### config.mk
export PLATFORM = sky130hd
export DESIGN_NAME = dppfc_top
export DESIGN_NICKNAME = d
export VERILOG_FILES = /design/src/dppfc_sync.v /design/src/dppfc_top.v
export VERILOG_INCLUDE_DIRS = /design/src
export SDC_FILE = /design/constraint.sdc
export NUM_CORES = 1
export LEC_CHECK = 0
export BUFFER_PORTS_ARGS = -buffer_cell sky130_fd_sc_hd__buf_2
export CAP_MARGIN = 20
export CORE_MARGIN = 3
export CORE_UTILIZATION = 36
export DETAILED_ROUTE_END_ITERATION = 10
export GPL_ROUTABILITY_DRIVEN = 0
export PLACE_DENSITY = 0.73
export SLEW_MARGIN = 0
export SYNTH_ARGS = -nofsm -noshare
export SYNTH_HDL_FRONTEND = slang
export SYNTH_HIERARCHICAL = 1
export SYNTH_SLANG_ARGS = --single-unit
### constraint.sdc
create_clock -name clk -period 1.75 [get_ports clk]
set_clock_uncertainty 0.15 [all_clocks]
set_input_delay 0.2625 -clock clk [delete_from_list [all_inputs] [get_ports clk]]
set_output_delay 0.2625 -clock clk [all_outputs]
set_load 0.03 [all_outputs]
### src/dppfc_defs.vh
// register offsets, field positions and reset values for the dual port pin block
`ifndef DPPFC_DEFS_VH
`define DPPFC_DEFS_VH
`define DPPFC_ADDR_W 12
`define DPPFC_OFF_NARROW_LATCH 12'h000
`define DPPFC_OFF_NARROW_DIR 12'h004
`define DPPFC_OFF_NARROW_ROUTE 12'h00C
`define DPPFC_OFF_WIDE_LATCH 12'h010
`define DPPFC_OFF_WIDE_DIR 12'h014
`define DPPFC_OFF_WIDE_SEG 12'h018
`define DPPFC_NARROW_LSB 1
`define DPPFC_NARROW_MSB 4
`define DPPFC_NARROW_W 4
`define DPPFC_WIDE_W 7
`define DPPFC_NARROW_LATCH_RST 4'h0
`define DPPFC_NARROW_DIR_RST 4'h0
`define DPPFC_NARROW_ROUTE_RST 4'hF
`define DPPFC_WIDE_LATCH_RST 7'h00
`define DPPFC_WIDE_DIR_RST 7'h00
`define DPPFC_WIDE_SEG_RST 7'h00
`endif

### src/dppfc_sync.v
// two-stage synchroniser for a bus of pin inputs
`timescale 1ns/1ps
`default_nettype none
module dppfc_sync #(
    parameter W = 4
) (
    input wire clk,
    input wire rst_n,
    input wire [W-1:0] async_in,
    output reg [W-1:0] sync_out
);
    reg [W-1:0] meta;
    // first stage is read by the second stage only
    always @(posedge clk or negedge rst_n) begin
        if (!rst_n) begin
            meta <= {W{1'b0}};
            sync_out <= {W{1'b0}};
        end else begin
            meta <= async_in;
            sync_out <= meta;
        end
    end
endmodule // dppfc_sync
`default_nettype wire

### src/dppfc_top.v
// dual general-purpose pin ports with per-bit role selection, apb register access
//
// Register access over APB is this design's own decision.
`timescale 1ns/1ps
`default_nettype none
`include "dppfc_defs.vh"
// Notes on behaviour
// - four-pin port, per-bit direction and input-routing bits select each pin mode
// - reset clears four-pin latch and direction, sets routing bits to one
// - direction 0, routing 1: digital input feeding interrupt and timer inputs
// - direction 0, routing 0: analog and wake-up path, digital input buffer off
// - direction 1: pin driven from latch regardless of routing bit
// - four-pin data read: 0, pin level, or latch depending on mode
// - routing register holds bits 4 to 1, each reset to one
// - seven-pin port, direction bit 0 input, 1 output
// - reset clears seven-pin latch, direction and segment-select
// - segment-select 1 outputs lcd segment; else direction 1 drives latch, uart
// - seven-pin data read: pin level, 0, or latch depending on mode
module dppfc_top (
    input wire clk,
    input wire rst_n,
    input wire psel,
    input wire penable,
    input wire pwrite,
    input wire [31:0] paddr,
    input wire [31:0] pwdata,
    input wire [3:0] pstrb,
    output reg [31:0] prdata,
    output reg pready,
    output reg pslverr,
    input wire [3:0] narrow_port_in,
    output reg [3:0] narrow_port_out,
    output reg [3:0] narrow_port_oe,
    output reg [3:0] narrow_port_digital_in,
    output reg [3:0] narrow_port_analog_sel,
    input wire [6:0] wide_port_in,
    output reg [6:0] wide_port_out,
    output reg [6:0] wide_port_oe,
    input wire [6:0] lcd_segment,
    input wire uart_tx,
    input wire [6:0] uart_pin_sel
);
    reg [3:0] narrow_port_out_latch;
    reg [3:0] narrow_port_direction;
    reg [3:0] narrow_port_input_routing;
    reg [6:0] wide_port_out_latch;
    reg [6:0] wide_port_direction;
    reg [6:0] wide_port_segment_select;
    wire [3:0] narrow_sync;
    wire [6:0] wide_sync;
    wire [6:0] wide_sync_seg;
    reg [3:0] narrow_read;
    reg [6:0] wide_read;
    reg [31:0] next_prdata;
    reg hit;
    wire [11:0] addr;
    wire wr_en;
    wire rd_en;
    integer i;

    assign addr = paddr[11:0];
    assign wr_en = psel & penable & pwrite & ~pready;
    assign rd_en = psel & penable & ~pwrite & ~pready;

    dppfc_sync #(.W(4)) u_narrow_sync (
        .clk(clk),
        .rst_n(rst_n),
        .async_in(narrow_port_in),
        .sync_out(narrow_sync)
    );
    dppfc_sync #(.W(7)) u_wide_sync (
        .clk(clk),
        .rst_n(rst_n),
        .async_in(wide_port_in),
        .sync_out(wide_sync)
    );
    assign wide_sync_seg = lcd_segment;

    // register writes, low byte lane only carries data
    always @(posedge clk or negedge rst_n) begin
        if (!rst_n) begin
            narrow_port_out_latch <= `DPPFC_NARROW_LATCH_RST;
            narrow_port_direction <= `DPPFC_NARROW_DIR_RST;
            narrow_port_input_routing <= `DPPFC_NARROW_ROUTE_RST;
            wide_port_out_latch <= `DPPFC_WIDE_LATCH_RST;
            wide_port_direction <= `DPPFC_WIDE_DIR_RST;
            wide_port_segment_select <= `DPPFC_WIDE_SEG_RST;
        end else if (wr_en && pstrb[0]) begin
            case (addr)
                `DPPFC_OFF_NARROW_LATCH: begin
                    narrow_port_out_latch <= pwdata[`DPPFC_NARROW_MSB:`DPPFC_NARROW_LSB];
                end
                `DPPFC_OFF_NARROW_DIR: begin
                    narrow_port_direction <= pwdata[`DPPFC_NARROW_MSB:`DPPFC_NARROW_LSB];
                end
                `DPPFC_OFF_NARROW_ROUTE: begin
                    narrow_port_input_routing <= pwdata[`DPPFC_NARROW_MSB:`DPPFC_NARROW_LSB];
                end
                `DPPFC_OFF_WIDE_LATCH: begin
                    wide_port_out_latch <= pwdata[6:0];
                end
                `DPPFC_OFF_WIDE_DIR: begin
                    wide_port_direction <= pwdata[6:0];
                end
                `DPPFC_OFF_WIDE_SEG: begin
                    wide_port_segment_select <= pwdata[6:0];
                end
                default: begin
                end
            endcase
        end
    end

    // per-bit read-back selection
    always @* begin
        for (i = 0; i < 4; i = i + 1) begin
            if (narrow_port_direction[i]) begin
                narrow_read[i] = narrow_port_out_latch[i];
            end else if (narrow_port_input_routing[i]) begin
                narrow_read[i] = narrow_sync[i];
            end else begin
                narrow_read[i] = 1'b0;
            end
        end
        for (i = 0; i < 7; i = i + 1) begin
            // wide read mux; dir 1 with seg 0 also returns the latch
            if (wide_port_direction[i]) begin
                wide_read[i] = wide_port_out_latch[i];
            end else if (wide_port_segment_select[i]) begin
                wide_read[i] = 1'b0;
            end else begin
                wide_read[i] = wide_sync[i];
            end
        end
    end

    always @* begin
        next_prdata = 32'h00000000;
        hit = 1'b1;
        case (addr)
            `DPPFC_OFF_NARROW_LATCH: next_prdata = {27'h0000000, narrow_read, 1'b0};
            `DPPFC_OFF_NARROW_DIR: next_prdata = {27'h0000000, narrow_port_direction, 1'b0};
            `DPPFC_OFF_NARROW_ROUTE: next_prdata = {27'h0000000, narrow_port_input_routing, 1'b0};
            `DPPFC_OFF_WIDE_LATCH: next_prdata = {25'h0000000, wide_read};
            `DPPFC_OFF_WIDE_DIR: next_prdata = {25'h0000000, wide_port_direction};
            `DPPFC_OFF_WIDE_SEG: next_prdata = {25'h0000000, wide_port_segment_select};
            default: hit = 1'b0;
        endcase
    end

    // apb answer: one wait state, error on unmapped address
    always @(posedge clk or negedge rst_n) begin
        if (!rst_n) begin
            pready <= 1'b0;
            pslverr <= 1'b0;
            prdata <= 32'h00000000;
        end else begin
            pready <= psel & penable & ~pready;
            pslverr <= psel & penable & ~pready & ~hit;
            if (rd_en) begin
                prdata <= next_prdata;
            end
        end
    end

    // pin drive and function routing, registered outputs
    always @(posedge clk or negedge rst_n) begin
        if (!rst_n) begin
            narrow_port_out <= 4'h0;
            narrow_port_oe <= 4'h0;
            narrow_port_digital_in <= 4'h0;
            narrow_port_analog_sel <= 4'h0;
            wide_port_out <= 7'h00;
            wide_port_oe <= 7'h00;
        end else begin
            for (i = 0; i < 4; i = i + 1) begin
                narrow_port_oe[i] <= narrow_port_direction[i];
                narrow_port_out[i] <= narrow_port_out_latch[i];
                // digital input feeds interrupt and timer
                narrow_port_digital_in[i] <= ~narrow_port_direction[i]
                    & narrow_port_input_routing[i] & narrow_sync[i];
                // analog path, digital buffer gated off
                narrow_port_analog_sel[i] <= ~narrow_port_direction[i]
                    & ~narrow_port_input_routing[i];
            end
            for (i = 0; i < 7; i = i + 1) begin
                // segment wins, else latch, latch 1 lets uart through
                if (wide_port_segment_select[i]) begin
                    wide_port_oe[i] <= 1'b1;
                    wide_port_out[i] <= wide_sync_seg[i];
                end else begin
                    wide_port_oe[i] <= wide_port_direction[i];
                    wide_port_out[i] <= wide_port_out_latch[i]
                        & (~uart_pin_sel[i] | uart_tx);
                end
            end
        end
    end
endmodule // dppfc_top
`default_nettype wire

==> results of run 1 <==
[report_power, final]
group / leakage, nW / internal (mW) / switching (mW)
clock network: 0.0903 / 0.548 / 0.825
logic: 1.29 / 0.136 / 0.258
registers: 1.22 / 2.21 / 0.0163
total: 2.60 / 2.90 / 1.10
[cells in the mapped netlist, types with 5 or more instances]
cell type	instances
o21ai_0	23
nand2_1	19
nor2_1	20
dfrtp_1	90
buf_4	25
inv_1	18
mux2_2	33
a31oi_1	5
[path summary, 6_finish.rpt]
check                                                to  cells past startpoint
min in group asynchronous   wide_port_segment_select[1]                      2
min reg2reg                     u_wide_sync/sync_out[3]                      0
max                            narrow_port_direction[1]                      6
min                                    wide_port_out[2]                      4
max reg2reg                      wide_port_direction[4]                      4
max in group asynchronous  narrow_port_input_routing[0]                      3
[registers in the layout, summed over array words and instances (netlist names), 7 cells and up]
signal,cells
prdata,7
u_wide_sync/meta,7
u_wide_sync/sync_out,7
wide_port_direction,7
wide_port_oe,7
wide_port_out,7
wide_port_out_latch,7
wide_port_segment_select,7
[metrics by stage]
step | power [mW] | TNS, ps
final | 4.00 | -223
after global routing | 4.20 | -1530
after CTS | 4.04 | -73.5
after detailed placement | 2.63 | -14190
after global placement | 2.62 | -12570
after floorplan | 2.48 | -5050
[cell families after synthesis]
logic type / Yosys count
multiplexers: 37
AND/OR/NAND/NOR: 70
flip-flops: 94
XOR/XNOR: 1
other: 1
AO/OA/AOI/OAI: 47
buffers and inverters: 48
[metal layers]
layer / GRT usage [%] / vias up / part of all wire (%)
li1: - / 1285 / -
met1: 19.9 / 1335 / 42
met2: 27.2 / 92 / 50
met4: 3.16 / 0 / 1.0
met3: 5.73 / 12 / 7.3
met5: 0 / - / 0
[timing repair]
action,CTS,global route
setup endpoints to repair,15,37
hold buffers,22,0
buffers inserted,3,2
gates resized for setup,3,5
pin swaps,3,3
endpoints found under the hold margin,80,0
[cell type report]
class / count / area (µm²) / area share, %
Clock buffer: 9 / 124 / 2.49
Multi-Input combinational cell: 180 / 1270 / 25.5
Timing Repair Buffer: 143 / 928 / 18.7
Clock inverter: 7 / 63.8 / 1.28
Tap cell: 133 / 166 / 3.35
Sequential cell: 94 / 2360 / 47.4
Inverter: 18 / 67.6 / 1.36
[worst min-delay path, stage by stage]
cell,delay (ps)
buf_2,80
inv_1,30
o21ai_0,120
o21ai_0,70
==> metrics.md, run 1 <==
| Metric | Value |
|---|---|
| Simple-gate share of the synthesized area | `between 10% and 20%` |
| Worst r2r src | `pready` |
| Combinational family with the most area after synthesis | `multiplexers` |
| CP peak stage delay | `roughly 560 ps` |
| Top Family by Delay on Critical Path | `simple AND/OR/NAND/NOR gates` |
| Cell area after placement | `between 0.004 and 0.005 mm²` |
| GRT overflow | `0` |
| Failing checks | `negative setup slack` |
| WL/cell | `around 15 µm` |
| Cell count after placement | `roughly 540` |
| I/O pin count | `163` |
| DIE HEIGHT | `109 µm` |
| Mux share of post-synthesis cell area | `11.2%` |
| Max frequency | `~560 MHz` |
| Root Driver | `clkbuf_8` |
| Final Cell Area | `slightly below 0.005 mm²` |
| Hold_sp | `uart_pin_sel[2]` |
| Sink Count | `94` |
| Final core occ | `between 40% and 50%` |
| Starting density of the core | `37.8%` |
| Clk Latency, worst-skew pair | `approximately 380 ps` |
| Arr. time, crit path | `1910 ps` |
| CTS Buffer Depth | `2` |
| Leakage | `~2.6 nW` |
| Tcrit/Tclk final | `103%` |
| Die Wd | `~110 µm` |
| WP data required | `roughly 1900 ps` |
| Number of port buffers | `89` |
| Place WS | `-506 ps` |
| Post-route ant nets | `0` |
| Initial antenna violation count | `0` |
| Pre-antenna DRT Iters | `4` |
| VDD IR max | `between 0.5 and 0.6 mV` |
| Startpoint Class | `primary input` |
| Final cell count without fillers | `slightly below 600` |
| # Max-Cap Violations | `0` |
| WS Path Type | `primary input to flop` |
| Sequential cell area fraction in the yosys report | `around 62%` |
| Area growth, synth to finish | `31.4%` |
| Share of layout cells above drive strength 1 | `about two fifths` |
| Final-report max-slew violation count | `0` |
| Primary FF master, synth | `dfrtp_1` |
| Vias per inst | `~4.7` |
| Vias in the first global route | `2772` |
| Adder-cell share of the synthesized area | `0%` |
| Bufs and invs on worst path | `2` |
| Post-synth cell types | `39` |
| Fillers | `about 930` |
| Unrepaired setup endpoints after global routing | `true` |
| Area fraction in compound gates after synthesis | `roughly 7.9%` |
| Global-route wire length before repair | `around 14 mm` |
| Num rows | `36` |
| CP Capture Type | `flop` |
| Inserted Diodes | `0` |
| Yosys warns | `6` |
| Synth area leader | `dfrtp_1` |
| Status | `finished with violations` |
| Final Setup Violations | `14` |
| Min cycle time layout | `between 1500 and 2000 ps` |
| Flop2flop setup slack | `about 20 ps` |
| Crit-path slowest cell | `or4_4` |
| Largest net degree at the start of global routing | `31` |
| Syn Std Cell Area | `0.00378 mm²` |
| Starting DRT DRC Count | `172` |
| CTS tree | `done` |
| CTS buffer count | `9` |
| Power Density | `803 mW/mm²` |
| Commonest non-fill, non-tap cell in the layout | `dfrtp_1` |
| Hold Slack | `between 50 and 60 ps` |
| Tot GR Track Use | `between 10% and 20%` |
| Yosys reg bits | `94` |
| Final worst slack | `-44.9 ps` |
| DRC viols | `0` |
| Critical Path Source | `paddr[10]` |
| Number of synthesized flops with an enable pin | `0` |
| Synth Area in XOR/XNOR | `0.231%` |
| Syn Area/Cell | `12.7 µm²` |
| Hold Vio Cnt, Final | `0` |
| Worst-path clk slew | `between 100 and 150 ps` |
| Hold Crit Class | `primary input to flop` |
| Largest cells by area after synthesis | `dfrtp_1, mux2_2, buf_4` |
| CP cell instances | `buf_2 > or4_4 > nor4_4 > buf_4 > nand3_2 > mux2_2` |
| H-tree depth | `3` |
| Vias | `between 2000 and 3000` |
| Cells after Synth | `approximately 300` |
| Core box area | `0.0100 mm²` |
| Most frequent cells in the layout | `dfrtp_1, buf_2, mux2_2` |
| Layout Nets | `around 550` |
| Synth top area share | `around three fifths` |
| Die area | `~0.012 mm²` |
| Max Fanout on Critical Path | `4` |
| HPWL Detailed | `6.62 mm` |
| Asr flop ratio synth | `between 90% and 100%` |
| WL final | `about 8.9 mm` |
Note: power is estimated with default switching activity, not from simulation.
==> inputs of run 2 (changes only) <==
--- a/config.mk
+++ b/config.mk
@@ -13,6 +13,7 @@
 export DETAILED_ROUTE_END_ITERATION = 10
 export GPL_ROUTABILITY_DRIVEN = 0
 export PLACE_DENSITY = 0.73
+export RECOVER_POWER = 25
 export SLEW_MARGIN = 0
 export SYNTH_ARGS = -nofsm -noshare
 export SYNTH_HDL_FRONTEND = slang
==> run 2 against run 1 <==
Net effect:
- the flow still finishes with violations (negative setup slack)
- hold slack hardly changed
- design area is 0.28% lower
- sequential share of layout area is 0.13 points higher
- combinational power hardly changed
- count of clock-buffer cells in the layout stayed put
- register-to-register slack hardly changed
- critical path depth stayed put
- utilization is 0.14 points lower
- largest cell class unchanged
- largest power group unchanged
- highest routed layer unchanged
==> metrics.md, run 2 (synthesis gave the netlist of run 1 again) <==
| Metric | Value |
|---|---|
| Tcrit/Tclk final | `102%` |
| Sequential share of power | `~56%` |
| CP peak stage delay | `roughly 560 ps` |
| FF-to-FF path depth | `4` |
| Status | `finished with violations` |
| CP Capture Type | `flop` |
| Final core occ | `a little under 50%` |
| Top Family by Delay on Critical Path | `simple AND/OR/NAND/NOR gates` |
| Leakage | `~2.6 nW` |
| Number of port buffers | `between 80 and 90` |
| WL/cell | `15.1 µm` |
| Vias per inst | `roughly 4.7` |
| Critical Path Source | `paddr[10]` |
| Int Pwr | `2.90 mW` |
| Stages on the worst setup path | `6` |
| DRC viols | `0` |
| Pre-antenna DRT Iters | `4` |
| Slew HR | `between 40 and 50%` |
| Max frequency | `558 MHz` |
| Starting density of the core | `around 38%` |
| Share of layout cells above drive strength 1 | `41.2%` |
| H-tree depth | `3` |
| Die Wd | `between 100 and 150 µm` |
| Startpoint Class | `primary input` |
| Min cycle time layout | `1790 ps` |
| VDD IR max | `approximately 0.54 mV` |
| Flop2flop setup slack | `around 20 ps` |
| Hold Vio Cnt, Final | `0` |
| CTS Buffer Depth | `2` |
| Crit-path slowest cell | `or4_4` |
| Unrepaired setup endpoints after global routing | `true` |
| Worst-path clk slew | `between 100 and 150 ps` |
| Bufs and invs on worst path | `2` |
| WL final | `between 8 and 9 mm` |
| Global-route wire length before repair | `roughly 14 mm` |
| Num rows | `36` |
| DIE HEIGHT | `109 µm` |
| Register area | `around 0.0024 mm²` |
| CP cell instances | `buf_2 > or4_4 > nor4_4 > buf_4 > nand3_2 > mux2_2` |
| Fillers | `between 900 and 1000` |
| Inserted Diodes | `0` |
| Most frequent cells in the layout | `dfrtp_1, buf_2, mux2_2` |
| Area growth, synth to finish | `31.1%` |
| Post-route ant nets | `0` |
| Starting DRT DRC Count | `166` |
| CTS tree | `done` |
| Clk Latency, worst-skew pair | `approximately 370 ps` |
| Hold_sp | `uart_pin_sel[2]` |
| Die area | `~0.012 mm²` |
| Largest net degree at the start of global routing | `31` |
| HPWL Detailed | `6.62 mm` |
| Arr. time, crit path | `1900 ps` |
| WS Path Type | `primary input to flop` |
| Commonest non-fill, non-tap cell in the layout | `dfrtp_1` |
| Final Setup Violations | `13` |
| Failing checks | `negative setup slack` |
| Initial antenna violation count | `0` |
| CTS buffer count | `9` |
| Worst Tran Pin Value | `~770 ps` |
| WP data required | `approximately 1900 ps` |
| Sink Count | `94` |
| Switching power | `roughly 1.1 mW` |
| # Max-Cap Violations | `0` |
| I/O pin count | `between 150 and 200` |
| Final-report max-slew violation count | `0` |
| Core box area | `0.0100 mm²` |
| Clk pwr share | `34.4%` |
| Final worst slack | `-42.4 ps` |
| Hold Crit Class | `primary input to flop` |
| Max Fanout on Critical Path | `4` |
| Worst r2r src | `pready` |
| Layout Nets | `approximately 550` |
| Place WS | `-506 ps` |
| Multi-input logic area | `between 0.001 and 0.0015 mm²` |
| Vias | `2728` |
| Vias in the first global route | `between 2000 and 3000` |
| Root Driver | `clkbuf_8` |
| Sw Share | `about 28%` |
| GRT overflow | `0` |
| Hold path cells | `4` |
| Tot GR Track Use | `16.0%` |
| Power Density | `slightly above 800 mW/mm²` |
| Logic pwr share | `approximately 9.8%` |
-- run 2: final timing paths --
| kind | to |
|---|---|
| setup / recovery | narrow_port_direction[1] |
| hold / removal | wide_port_out[2] |
| setup reg to reg | wide_port_direction[4] |
| hold reg to reg | u_wide_sync/sync_out[3] |
| max in group asynchronous | narrow_port_input_routing[0] |
| min in group asynchronous | wide_port_segment_select[1] |
-- run 2: repair_timing --
item                                   CTS  global route
hold buffers                            22             0
pin swaps                                3             3
setup endpoints to repair               15            37
gates cloned                             0             0
setup buffers                            3             2
endpoints found under the hold margin   80             0
gates resized for setup                  3             5
-- run 2: through the flow --
stage	TNS, ps	cells	instance area (µm²)	hold WS (ps)	total power [mW]
after floorplan	-5050	322	3870	-183	2.48
after global placement	-12570	541	4500	64.4	2.62
after detailed placement	-14190	541	4500	66.2	2.63
after CTS	-73.5	582	4940	48.2	4.04
after global routing	-1530	584	4960	46.4	4.20
final	-207	584	4960	56.0	4.00
-- run 2: final cells by class --
| type | instances | area share, % |
|---|---|---|
| clock buffers | 9 | 2.50 |
| clock inverters | 7 | 1.29 |
| inverters | 18 | 1.36 |
| multi-input cells | 180 | 25.5 |
| flip-flops and latches | 94 | 47.5 |
| well taps | 133 | 3.36 |
| repair buffers | 143 | 18.4 |
-- run 2: layer usage --
layer	part of all wire [%]	GRT usage, %	up-vias
met1	42	19.9	1340
met5	0	0	-
li1	-	-	1283
met3	7.3	5.73	12
met2	50	27.2	93
met4	1.0	3.16	0
-- run 2: worst min-delay path, stage by stage --
cell and delay [ps]:
buf_2 80, inv_1 30, o21ai_0 120, o21ai_0 70
-- run 2: power groups by stage --
stage                     clock [mW]  combinational, mW  sequential, mW
after detailed placement           0              0.353            2.27
final                           1.37              0.394            2.23
after global placement             0              0.349            2.27
after global routing            1.53              0.436            2.23
after floorplan                    0              0.179            2.30
after CTS                       1.41              0.395            2.23
==> inputs of run 3 (changes only) <==
--- a/config.mk
+++ b/config.mk
@@ -12,6 +12,7 @@
 export CORE_UTILIZATION = 36
 export DETAILED_ROUTE_END_ITERATION = 10
 export GPL_ROUTABILITY_DRIVEN = 0
+export HOLD_SLACK_MARGIN = 0.12
 export PLACE_DENSITY = 0.73
 export RECOVER_POWER = 25
 export SLEW_MARGIN = 0
==> run 3 against run 2 <==
Net effect:
- cell count is 1.9% higher
- utilization is 1.1 points higher
- critical endpoint unchanged
- count of clock-buffer cells in the layout stayed put
- the flow still finishes with violations (negative setup slack)
==> metrics.md, run 3 (synthesis gave the netlist of run 1 again) <==
| Metric | Value |
|---|---|
| Final core occ | `roughly 51%` |
| Top Layer Used | `met4` |
| Starting density of the core | `37.8%` |
| Hold_sp | `pwrite` |
| Share of layout cells above drive strength 1 | `about two fifths` |
| Unrepaired setup endpoints after global routing | `true` |
| Failing checks | `negative setup slack` |
| Most frequent cells in the layout | `dfrtp_1, buf_2, dlygate4sd3_1` |
| Total design power | `approximately 4 mW` |
| Worst-path clk slew | `~90 ps` |
| WS Path Type | `primary input to flop` |
| Hold path cells | `4` |
| Wl on met1 | `~3.8 mm` |
| VDD IR max | `between 0.5 and 0.6 mV` |
| Max frequency | `roughly 560 MHz` |
| Slew HR | `48.8%` |
| Final Cell Area | `about 0.0051 mm²` |
| Sink Count | `94` |
| Place WS | `-506 ps` |
| WL met2 | `~4.5 mm` |
| CTS Buffer Depth | `2` |
| Max Fanout on Critical Path | `4` |
| WL final | `between 8 and 9 mm` |
| Hold Slack | `around 190 ps` |
| Die area | `between 0.01 and 0.015 mm²` |
| Worst r2r src | `pready` |
| DIE HEIGHT | `~110 µm` |
| Vias in the first global route | `around 2800` |
| Clk Latency, worst-skew pair | `roughly 380 ps` |
| Die Wd | `109 µm` |
| Cell count after placement | `between 500 and 600` |
| CP Capture Type | `flop` |
| Tot GR Track Use | `between 10% and 20%` |
| Final TNS setup | `-201 ps` |
| Final cell count without fillers | `about 600` |
| Initial antenna violation count | `0` |
| Inserted Diodes | `0` |
| Flop2flop setup slack | `10 ps` |
| Vias | `2763` |
| Root Driver | `clkbuf_8` |
| Tcrit/Tclk final | `102%` |
| WP data required | `around 1900 ps` |
| Cell area after placement | `about 0.0045 mm²` |
| Num rows | `36` |
| Final-report max-slew violation count | `0` |
| Number of port buffers | `89` |
| CTS buffer count | `9` |
| DR WL met3 | `~570 µm` |
| I/O pin count | `163` |
| Leakage | `2.65 nW` |
| WL/cell | `~15 µm` |
| HPWL Detailed | `between 6 and 7 mm` |
| R2r endpoint | `wide_port_direction[4]` |
| Post-route ant nets | `0` |
| Pre-antenna DRT Iters | `4` |
| Layout Nets | `556` |
| Vias per inst | `between 4 and 5` |
| # Max-Cap Violations | `0` |
| Min cycle time layout | `roughly 1800 ps` |
| Worst Hold End | `prdata[5]` |
| FF-to-FF path depth | `4` |
| Final Setup Violations | `12` |
| Commonest non-fill, non-tap cell in the layout | `dfrtp_1` |
| Status | `finished with violations` |
| Global-route wire length before repair | `14.5 mm` |
| Power Density | `slightly below 800 mW/mm²` |
| GRT overflow | `0` |
| Largest net degree at the start of global routing | `31` |
| Worst Tran Pin Value | `767 ps` |
| DRC viols | `0` |
| Startpoint Class | `primary input` |
| Arr. time, crit path | `1900 ps` |
| Hold Vio Cnt, Final | `0` |
| CTS tree | `done` |
| Final worst slack | `-42.9 ps` |
| H-tree depth | `3` |
| Starting DRT DRC Count | `~190` |
| Core box area | `between 0.009 and 0.01 mm²` |
| Area growth, synth to finish | `34.0%` |
| Hold Crit Class | `primary input to flop` |
## run 3: what timing repair did
item                                   4_1_cts  5_1_grt
setup buffers                                3        2
hold buffers                                33        0
setup endpoints to repair                   15       37
pin swaps                                    3        3
endpoints found under the hold margin      142        0
gates resized for setup                      3        5
## run 3: power breakdown
group          total, mW  internal [mW]  switching (mW)
logic              0.401          0.141           0.260
clock network       1.37          0.548           0.822
registers           2.23           2.21          0.0161
total               4.00           2.90            1.10
## run 3: per-layer routing
layer | up-vias | GRT usage, %
met2 | 92 | 27.6
li1 | 1304 | -
met3 | 11 | 5.49
met4 | 0 | 3.16
met5 | - | 0
met1 | 1356 | 20.1
## run 3: area by class of cell
type / count / area, µm²
Clock buffer: 9 / 124
Clock inverter: 7 / 63.8
Fill cell: 923 / 4930
Inverter: 18 / 67.6
Multi-Input combinational cell: 180 / 1270
Sequential cell: 94 / 2360
Tap cell: 133 / 166
Timing Repair Buffer: 154 / 1020
## run 3: how the worst max path moves through the flow
stage          startpoint                           end  slack (ps)  cells after the start
2_1_floorplan    paddr[0]   wide_port_segment_select[0]        -160                      4
3_3_place_gp     paddr[0]      narrow_port_direction[2]        -410                      5
3_5_place_dp     paddr[0]      narrow_port_direction[1]        -510                      5
4_1_cts            pready  narrow_port_input_routing[0]         -20                      5
5_1_grt            pready        wide_port_direction[4]        -100                      4
6_report        paddr[10]      narrow_port_direction[1]         -40                      6
## run 3: critical path, cell delays in order
cell     delay [ps]
buf_2           110
or4_4           560
nor4_4          310
buf_4           180
nand3_2         160
mux2_2          320
